**config.mk**
```make
export PLATFORM = sky130hd
export DESIGN_NAME = tmpf_core
export DESIGN_NICKNAME = d
export VERILOG_FILES = /design/src/hw/tmpf_fmt.v /design/src/hw/tmpf_core.v
export VERILOG_INCLUDE_DIRS = /design/src /design/src/hw
export SDC_FILE = /design/constraint.sdc
export NUM_CORES = 1
export LEC_CHECK = 0
export ABC_AREA = 1
export BUFFER_PORTS_ARGS = -buffer_cell sky130_fd_sc_hd__buf_2
export CAP_MARGIN = 15
export CORE_ASPECT_RATIO = 0.75
export CORE_MARGIN = 2
export CORE_UTILIZATION = 50
export CTS_CLUSTER_SIZE = 10
export DETAILED_ROUTE_END_ITERATION = 12
export GPL_TIMING_DRIVEN = 0
export PLACE_DENSITY = 0.74
export SYNTH_ARGS = -nofsm -noshare
export SYNTH_HDL_FRONTEND = slang
export SYNTH_SLANG_ARGS = --single-unit
```
**constraint.sdc**
```tcl
create_clock -name ref_clk -period 1.8 [get_ports ref_clk]
set_input_delay 0.27 -clock ref_clk [delete_from_list [all_inputs] [get_ports ref_clk]]
set_output_delay 0.27 -clock ref_clk [all_outputs]
set_load 0.02 [all_outputs]
```
**src/hw/tmpf_defines.vh**
```
// Purpose: Shared constants for the temperature result formatter and pointer block
// Assumes: Raw conversion codes are signed, one sixteenth degree per count
// Notes: Register addresses are pointer values as seen on the two-wire bus
`ifndef TMPF_DEFINES_VH
`define TMPF_DEFINES_VH

`define TMPF_PTR_RST 8'h00
`define TMPF_RD_LOCAL_HI 8'h00
`define TMPF_RD_REMOTE_HI 8'h01
`define TMPF_RD_REMOTE_LO 8'h10
`define TMPF_RD_LOCAL_LO 8'h15
`define TMPF_RD_LTH 8'h05
`define TMPF_RD_LTL 8'h06
`define TMPF_RD_RTH 8'h07
`define TMPF_RD_RTL 8'h08
`define TMPF_WR_LTH 8'h0b
`define TMPF_WR_LTL 8'h0c
`define TMPF_WR_RTH 8'h0d
`define TMPF_WR_RTL 8'h0e
`define TMPF_RES_ADDR 8'h1a
`define TMPF_MFR_ADDR 8'hfe
`define TMPF_DEV_ADDR 8'hff

`define TMPF_LIM_HI_RST 8'h7f
`define TMPF_LIM_LO_RST 8'hc9
`define TMPF_RESULT_RST 8'h00
`define TMPF_RES_FIXED 5'h03
`define TMPF_RC_BIT 2
`define TMPF_RES_HI_BIT 1
`define TMPF_RES_LO_BIT 0
`define TMPF_RES_RST 2'h0
`define TMPF_RES_FINEST 2'h3

`define TMPF_RAW_MAX 16'sh07ff
`define TMPF_RAW_MIN 16'shfbf0
`define TMPF_SAT_HI_HI 8'h7f
`define TMPF_SAT_HI_LO 8'hf0
`define TMPF_SAT_LO_HI 8'hbf
`define TMPF_SAT_LO_LO 8'h00

`endif

```
**src/hw/tmpf_fmt.v**
```verilog
// Purpose: Clamp and encode one raw conversion into high and low result bytes
// Assumes: raw_temp is signed, 1/16 degree per count
// Notes: Purely combinational; the caller registers the bytes
`timescale 1ns/1ps
`include "tmpf_defines.vh"

module tmpf_fmt (
	input wire signed [15:0] raw_temp,
	input wire [1:0] res_sel,
	output reg [7:0] hi_byte,
	output reg [7:0] lo_byte
);
	reg [7:0] lo_mask;

	always @* begin
		case (res_sel)
			2'h0: lo_mask = 8'h80;
			2'h1: lo_mask = 8'hc0;
			2'h2: lo_mask = 8'he0;
			default: lo_mask = 8'hf0;
		endcase
		if (raw_temp > `TMPF_RAW_MAX) begin
			hi_byte = `TMPF_SAT_HI_HI;
			lo_byte = `TMPF_SAT_HI_LO;
		end else if (raw_temp < `TMPF_RAW_MIN) begin
			hi_byte = `TMPF_SAT_LO_HI;
			lo_byte = `TMPF_SAT_LO_LO;
		end else begin
			// Two's complement bits carried straight through
			hi_byte = raw_temp[11:4];
			lo_byte = {raw_temp[3:0], 4'h0} & lo_mask;
		end
	end
endmodule // tmpf_fmt

```
**src/hw/tmpf_core.v**
```verilog
// Purpose: Result formatting, resolution control and register pointer behind the two-wire bus
// Assumes: A bus front end delivers decoded bytes on ref_clk; ADC results arrive on ref_clk
// Notes: Limit compare uses high bytes only; low limit bytes are not held here
//
// Summary of operation
// - Writing the cancel bit as one enables remote series resistance compensation.
// - The cancel bit reads zero after reset, compensation off.
// - Both channels encode results across minus 65 to plus 127.9375 degrees.
// - Results above range saturate to 7F high byte, F0 low byte.
// - Results below minus 65 degrees saturate to BF high, 00 low.
// - Results are signed two's complement values across both bytes.
// - High byte holds whole degrees, low byte holds the fraction.
// - Remote channel resolution is fixed at one sixteenth degree.
// - Local resolution field picks half, quarter, eighth or sixteenth degree.
// - Both local resolution bits set gives the finest twelve-bit result.
// - An eight-bit pointer selects the register for the next access.
// - First data byte of every write transaction loads the pointer.
// - Reset clears the pointer to zero.
// - Results compared with high and low limits drive the open-drain alarm.
`timescale 1ns/1ps
`include "tmpf_defines.vh"

module tmpf_core #(
	parameter [7:0] MFR_ID = 8'ha5,
	parameter [7:0] DEV_ID = 8'h3c
) (
	input wire ref_clk,
	input wire reset,
	input wire clk_en,
	input wire signed [15:0] local_raw,
	input wire local_valid,
	input wire signed [15:0] remote_raw,
	input wire remote_valid,
	input wire xfer_start,
	input wire wr_byte_valid,
	input wire [7:0] wr_byte,
	input wire rd_byte_req,
	output reg [7:0] rd_byte,
	output reg rd_byte_valid,
	output reg alert_o,
	output reg alert_oe,
	output reg series_res_cancel_en,
	output reg [7:0] ptr_out
);
	// MFR_ID and DEV_ID defaults are arbitrary values
	reg [7:0] ptr_reg;
	reg first_byte_reg;
	reg [1:0] local_res_reg;
	reg rc_reg;
	reg [7:0] local_hi_reg;
	reg [7:0] local_lo_reg;
	reg [7:0] remote_hi_reg;
	reg [7:0] remote_lo_reg;
	// Limits hold whole degrees only; fractional limit bytes are not kept
	reg [7:0] lth_reg;
	reg [7:0] ltl_reg;
	reg [7:0] rth_reg;
	reg [7:0] rtl_reg;
	reg snap_valid_reg;
	reg snap_remote_reg;
	reg pair_reg;
	reg [7:0] snap_lo_reg;
	reg [7:0] rd_next;
	reg use_snap;
	wire [7:0] local_hi_fmt;
	wire [7:0] local_lo_fmt;
	wire [7:0] remote_hi_fmt;
	wire [7:0] remote_lo_fmt;
	wire alarm;
	wire local_res_sel_hi;
	wire local_res_sel_lo;
	wire [31:0] raw_bus;
	wire [3:0] res_bus;
	wire [15:0] hi_bus;
	wire [15:0] lo_bus;
	wire [15:0] res_hi_bus;
	wire [15:0] lim_hi_bus;
	wire [15:0] lim_lo_bus;
	wire [1:0] ch_alarm;
	genvar ch;

	assign local_res_sel_hi = local_res_reg[1];
	assign local_res_sel_lo = local_res_reg[0];

	// One formatter and one limit compare per channel; index 0 is local, 1 is remote
	assign raw_bus = {remote_raw, local_raw};
	// Remote resolution is pinned to the finest step; only the local field is live
	assign res_bus = {`TMPF_RES_FINEST, local_res_sel_hi, local_res_sel_lo};
	assign res_hi_bus = {remote_hi_reg, local_hi_reg};
	assign lim_hi_bus = {rth_reg, lth_reg};
	assign lim_lo_bus = {rtl_reg, ltl_reg};

	generate
		for (ch = 0; ch < 2; ch = ch + 1) begin : g_chan
			tmpf_fmt u_fmt (
				.raw_temp(raw_bus[ch * 16 +: 16]),
				.res_sel(res_bus[ch * 2 +: 2]),
				.hi_byte(hi_bus[ch * 8 +: 8]),
				.lo_byte(lo_bus[ch * 8 +: 8])
			);
			// Signed compare on whole degrees; strict, so a result equal to a limit stays quiet
			assign ch_alarm[ch] = ($signed(res_hi_bus[ch * 8 +: 8]) > $signed(lim_hi_bus[ch * 8 +: 8])) |
				($signed(res_hi_bus[ch * 8 +: 8]) < $signed(lim_lo_bus[ch * 8 +: 8]));
		end
	endgenerate

	assign local_hi_fmt = hi_bus[7:0];
	assign local_lo_fmt = lo_bus[7:0];
	assign remote_hi_fmt = hi_bus[15:8];
	assign remote_lo_fmt = lo_bus[15:8];
	assign alarm = |ch_alarm;

	// Low byte snapshot keeps a split read coherent with its high byte
	always @* begin
		use_snap = 1'b0;
		if (snap_valid_reg) begin
			if (pair_reg)
				use_snap = 1'b1;
			else if (ptr_reg == `TMPF_RD_LOCAL_LO && !snap_remote_reg)
				use_snap = 1'b1;
			else if (ptr_reg == `TMPF_RD_REMOTE_LO && snap_remote_reg)
				use_snap = 1'b1;
		end
		case (ptr_reg)
			`TMPF_RD_LOCAL_HI: rd_next = local_hi_reg;
			`TMPF_RD_REMOTE_HI: rd_next = remote_hi_reg;
			`TMPF_RD_LOCAL_LO: rd_next = local_lo_reg;
			`TMPF_RD_REMOTE_LO: rd_next = remote_lo_reg;
			`TMPF_RD_LTH: rd_next = lth_reg;
			`TMPF_RD_LTL: rd_next = ltl_reg;
			`TMPF_RD_RTH: rd_next = rth_reg;
			`TMPF_RD_RTL: rd_next = rtl_reg;
			`TMPF_RES_ADDR: rd_next = {`TMPF_RES_FIXED, rc_reg, local_res_reg};
			`TMPF_MFR_ADDR: rd_next = MFR_ID;
			`TMPF_DEV_ADDR: rd_next = DEV_ID;
			default: rd_next = 8'h00;
		endcase
		if (use_snap)
			rd_next = snap_lo_reg;
	end

	always @(posedge ref_clk) begin
		if (reset) begin
			ptr_reg <= `TMPF_PTR_RST;
			first_byte_reg <= 1'b0;
			local_res_reg <= `TMPF_RES_RST;
			rc_reg <= 1'b0;
			local_hi_reg <= `TMPF_RESULT_RST;
			local_lo_reg <= `TMPF_RESULT_RST;
			remote_hi_reg <= `TMPF_RESULT_RST;
			remote_lo_reg <= `TMPF_RESULT_RST;
			lth_reg <= `TMPF_LIM_HI_RST;
			ltl_reg <= `TMPF_LIM_LO_RST;
			rth_reg <= `TMPF_LIM_HI_RST;
			rtl_reg <= `TMPF_LIM_LO_RST;
			snap_valid_reg <= 1'b0;
			snap_remote_reg <= 1'b0;
			pair_reg <= 1'b0;
			snap_lo_reg <= 8'h00;
			rd_byte <= 8'h00;
			rd_byte_valid <= 1'b0;
			alert_o <= 1'b0;
			alert_oe <= 1'b0;
			series_res_cancel_en <= 1'b0;
			ptr_out <= `TMPF_PTR_RST;
		end else if (clk_en) begin
			if (local_valid) begin
				local_hi_reg <= local_hi_fmt;
				local_lo_reg <= local_lo_fmt;
			end
			if (remote_valid) begin
				remote_hi_reg <= remote_hi_fmt;
				remote_lo_reg <= remote_lo_fmt;
			end
			// Start outranks a byte or a read in the same cycle; the lower request is dropped
			if (xfer_start) begin
				first_byte_reg <= 1'b1;
				pair_reg <= 1'b0;
			end else if (wr_byte_valid) begin
				first_byte_reg <= 1'b0;
				if (first_byte_reg) begin
					ptr_reg <= wr_byte;
				end else begin
					// No autoincrement; read-only and unknown pointers swallow the byte
					case (ptr_reg)
						`TMPF_WR_LTH: lth_reg <= wr_byte;
						`TMPF_WR_LTL: ltl_reg <= wr_byte;
						`TMPF_WR_RTH: rth_reg <= wr_byte;
						`TMPF_WR_RTL: rtl_reg <= wr_byte;
						`TMPF_RES_ADDR: begin
							rc_reg <= wr_byte[`TMPF_RC_BIT];
							local_res_reg <= {wr_byte[`TMPF_RES_HI_BIT], wr_byte[`TMPF_RES_LO_BIT]};
						end
						default: ;
					endcase
				end
			end else if (rd_byte_req) begin
				first_byte_reg <= 1'b0;
				if (!use_snap && (ptr_reg == `TMPF_RD_LOCAL_HI || ptr_reg == `TMPF_RD_REMOTE_HI)) begin
					snap_valid_reg <= 1'b1;
					pair_reg <= 1'b1;
					snap_remote_reg <= (ptr_reg == `TMPF_RD_REMOTE_HI);
					snap_lo_reg <= (ptr_reg == `TMPF_RD_REMOTE_HI) ? remote_lo_reg : local_lo_reg;
				end else begin
					// Any other read drops the snapshot so a stale low byte cannot leak out
					snap_valid_reg <= 1'b0;
					pair_reg <= 1'b0;
				end
			end
			rd_byte_valid <= rd_byte_req & ~xfer_start & ~wr_byte_valid;
			if (rd_byte_req && !xfer_start && !wr_byte_valid)
				rd_byte <= rd_next;
			alert_o <= 1'b0;
			// Pin is only pulled low; release lets the shared wire float high
			alert_oe <= alarm;
			series_res_cancel_en <= rc_reg;
			ptr_out <= ptr_reg;
		end
	end
endmodule // tmpf_core

```
==> impl_results.md <==
* Status: completed
* Worst slew margin at between 50% and 60%
* Combinational family with the most area after synthesis: simple AND/OR/NAND/NOR gates
* Final standard cell count with taps included and fillers excluded at between 900 and 1000
* Effective utilization at floorplan at roughly 50%
* Combined area of all synthesized cells at around 5200 µm²
* Crit-path max FO at 10
* Cell types with the largest area share after synthesis: sky130_fd_sc_hd__dfxtp_1 36%, sky130_fd_sc_hd__nand2_1 11%, sky130_fd_sc_hd__o21ai_0 7.3%
* # diodes at 0
* Layout overhead on the synthesized area at 17.5%
* Number of max-cap violations at 0
* Vias in the first global route at about 5100
* Dpl cells at roughly 960
* Area of the die at approximately 11000 µm²
* Antenna-violating nets left at 0
* Synth Area in XOR/XNOR at 0%
* Number of port buffers at 65
* Share of flip-flops with an asynchronous set or reset after synthesis at 0%
* Vias at approximately 5400
* Post-synthesis adder-cell area fraction at a little over 7%
* Max IR drop VDD at a little under 600 µV
* CTS sink count at 94
* Total chip power at about 5000 µW
* Primary FF master, synth: sky130_fd_sc_hd__dfxtp_1
* Cell row count at 32
* Number of antenna violations at the first check in global routing at 0
* Final weighted congestion of routability-driven global placement at ~0.96
* Number of storage elements in the synthesis netlist at 94
* Final Hold Violating Endpoints at 0
* Clock-pin slew on the worst setup and hold paths at roughly 0.070 ns
* Number of ports placed on the die boundary at between 60 and 70
* Worst path required time at 2.07 ns
* Total number of nets in the final design at 910
* CTS Root Cell: sky130_fd_sc_hd__clkbuf_16
* Clk buf depth at 2
* Setup repair after global routing missed its margin: yes
* Part of the cycle the worst path needs at approximately 94%
* Count of warnings emitted by yosys at 0
* Number of cells on the worst reg-to-reg path at 7
* Vert. Die Dim at ~90 µm
* Final critical path time including I/O delays and setup at between 1.5 and 2 ns
* Largest net degree at the start of global routing at 15
* Sort of element at the start of the critical path: flip-flop
* Proportion of layout cells with a drive suffix above 1 at between 10% and 20%
* Post-synth top area cell: sky130_fd_sc_hd__dfxtp_1
* Num CTS Buffers at 9
* DRC violation count after routing at 0
* Hold crit path type: in -> reg
* Overall track demand over capacity in global routing at between 30 and 40%
* DR vias/cell at 5.53
* CTS HTree Levels at 3
* Crit Path Category: reg -> reg
* Multiplexer share of the synthesized area at 0%
* Global-route wire length before repair at between 20000 and 30000 µm
* Routed len/inst at 16.4 µm
* Synthesized-area fraction occupied by and/or/nand/nor cells at between 20 and 30%
* Top-area cell type share of the netlist area at between 30% and 40%
* Leading cell types by count after synthesis: 158 x sky130_fd_sc_hd__nand2_1, 94 x sky130_fd_sc_hd__dfxtp_1, 92 x sky130_fd_sc_hd__inv_1
* Cell count after synthesis at 754
* Worst hold-check slack at 0.177 ns
* Distinct cell type count after synthesis at 35
* Data arrival at the endpoint of the critical path at slightly below 2 ns
* TritonCTS clock tree: done
* Worst-skew pair later-pin latency at 0.35 ns
* Pin slew with the least headroom to its limit at just under 0.7 ns
* DIE WIDTH at ~120 µm
* Hold buffers post-CTS at 0
* Most repeated cell in the gate-level netlist after synthesis: sky130_fd_sc_hd__nand2_1
* Peak Freq at between 0.5 and 0.6 GHz
* Setup clock skew after layout at slightly below 0.01 ns
* Depth of the worst hold-timing path at 3
* WL final at 16000 µm
* Areal power density over the cells at 821 nW/µm²
* Post-synthesis compound-gate area fraction at about a fifth
* HPWL after detailed placement at approximately 12000 µm
* Seq/Total Area, Yosys at 36.3%
* Post-synth EDFFs at 0
* Number of nets produced by synthesis at between 800 and 900
* Placeable core region at 10200 µm²
* Mean post-synth cell area at 6.88 µm²
* Final max-slew violation count at 0
* Violation count after the first detailed-route iteration at 397
* Setup-violating endpoint count in the final report at 0
* Iteration count of the initial detailed-routing pass at 5
* Remaining global-route overflow at 0
* Kind of end point of the critical path: flip-flop
* Static leakage at approximately 0.0031 µW
## final timing paths
kind              startpoint    endpoint  slack (ns)
setup / recovery  ptr_reg[6]  ltl_reg[7]        0.11
hold reg to reg   rd_byte[2]  rd_byte[2]        0.46
setup reg to reg  ptr_reg[6]  ltl_reg[7]        0.11
hold / removal    wr_byte[3]  ltl_reg[3]        0.18
## cell families after synthesis
group | count (synthesis)
AOI/OAI and AO/OA | 187
buffers and inverters | 125
DFF | 94
other | 1
adders and majority gates | 30
and+or+nand+nor | 317
## per-stage QoR
| step | setup WS (ns) | util, % | setup TNS (ns) | area (µm²) |
|---|---|---|---|---|
| after floorplan | 0.400 | - | 0 | 5190 |
| after CTS | 0.0111 | 59.2 | 0 | 6040 |
| after global placement | 0.0175 | 55.7 | 0 | 5680 |
| final | 0.106 | 59.7 | 0 | 6090 |
| after global routing | -0.00358 | 59.7 | -0.00358 | 6090 |
| after detailed placement | -0.00291 | 55.7 | -0.00291 | 5680 |
## what timing repair did
action	in CTS	in global routing
setup buffers	0	2
setup endpoints to repair	0	17
resized for setup	0	21
## metal layers
metal	global-route usage, %	wire [µm]
met5	0	0
met4	8.24	240
met1	42.1	7450
met2	46.9	6890
met3	5.91	1380
## critical path, stage by stage (launching register included)
cell                       delay [ns]
sky130_fd_sc_hd__dfxtp_1         0.36
sky130_fd_sc_hd__nor2_4          0.16
sky130_fd_sc_hd__nand3_4         0.15
sky130_fd_sc_hd__buf_4           0.18
sky130_fd_sc_hd__nor3_4          0.29
sky130_fd_sc_hd__clkbuf_4        0.29
sky130_fd_sc_hd__a21oi_1         0.08
sky130_fd_sc_hd__o21ai_1         0.10
## power by group
group | leakage (µW) | switching [µW] | internal, µW
Clock | 0.000175 | 801 | 1460
Combinational | 0.00218 | 354 | 185
Sequential | 0.000766 | 60.2 | 2140
Total | 0.00312 | 1220 | 3790
## placed cells by master (no fill, tap or decap), types with 2 or more instances in the layout
cell,n
sky130_fd_sc_hd__nand2_2,6
sky130_fd_sc_hd__clkbuf_8,3
sky130_fd_sc_hd__o21ai_0,70
sky130_fd_sc_hd__nand3_1,46
sky130_fd_sc_hd__o21a_1,3
sky130_fd_sc_hd__ha_1,30
sky130_fd_sc_hd__dfxtp_1,91
sky130_fd_sc_hd__nor2_4,7
sky130_fd_sc_hd__nand3_4,2
sky130_fd_sc_hd__bufinv_16,3
sky130_fd_sc_hd__o211ai_1,19
sky130_fd_sc_hd__buf_2,68
sky130_fd_sc_hd__clkbuf_1,16
sky130_fd_sc_hd__nor2_1,76
sky130_fd_sc_hd__nand4_1,6
sky130_fd_sc_hd__buf_4,4
sky130_fd_sc_hd__a21oi_1,74
sky130_fd_sc_hd__clkbuf_4,2
sky130_fd_sc_hd__o21ai_1,14
sky130_fd_sc_hd__buf_6,3
sky130_fd_sc_hd__nand3_2,5
sky130_fd_sc_hd__nor3_1,2
sky130_fd_sc_hd__nand2_4,2
sky130_fd_sc_hd__inv_1,91
sky130_fd_sc_hd__nand2_1,156
sky130_fd_sc_hd__inv_2,7
sky130_fd_sc_hd__nor2_2,6
sky130_fd_sc_hd__clkbuf_16,9
sky130_fd_sc_hd__dfxtp_2,3
## area by class of cell
type | instances | area, µm²
Clock buffer | 12 | 267
Buffer | 26 | 139
Timing Repair Buffer | 67 | 340
Fill cell | 970 | 4120
Multi-Input combinational cell | 535 | 2830
Inverter | 99 | 372
Tap cell | 136 | 170
Clock inverter | 3 | 90.1
Sequential cell | 94 | 1890
Power figures use the tool's default switching activity.
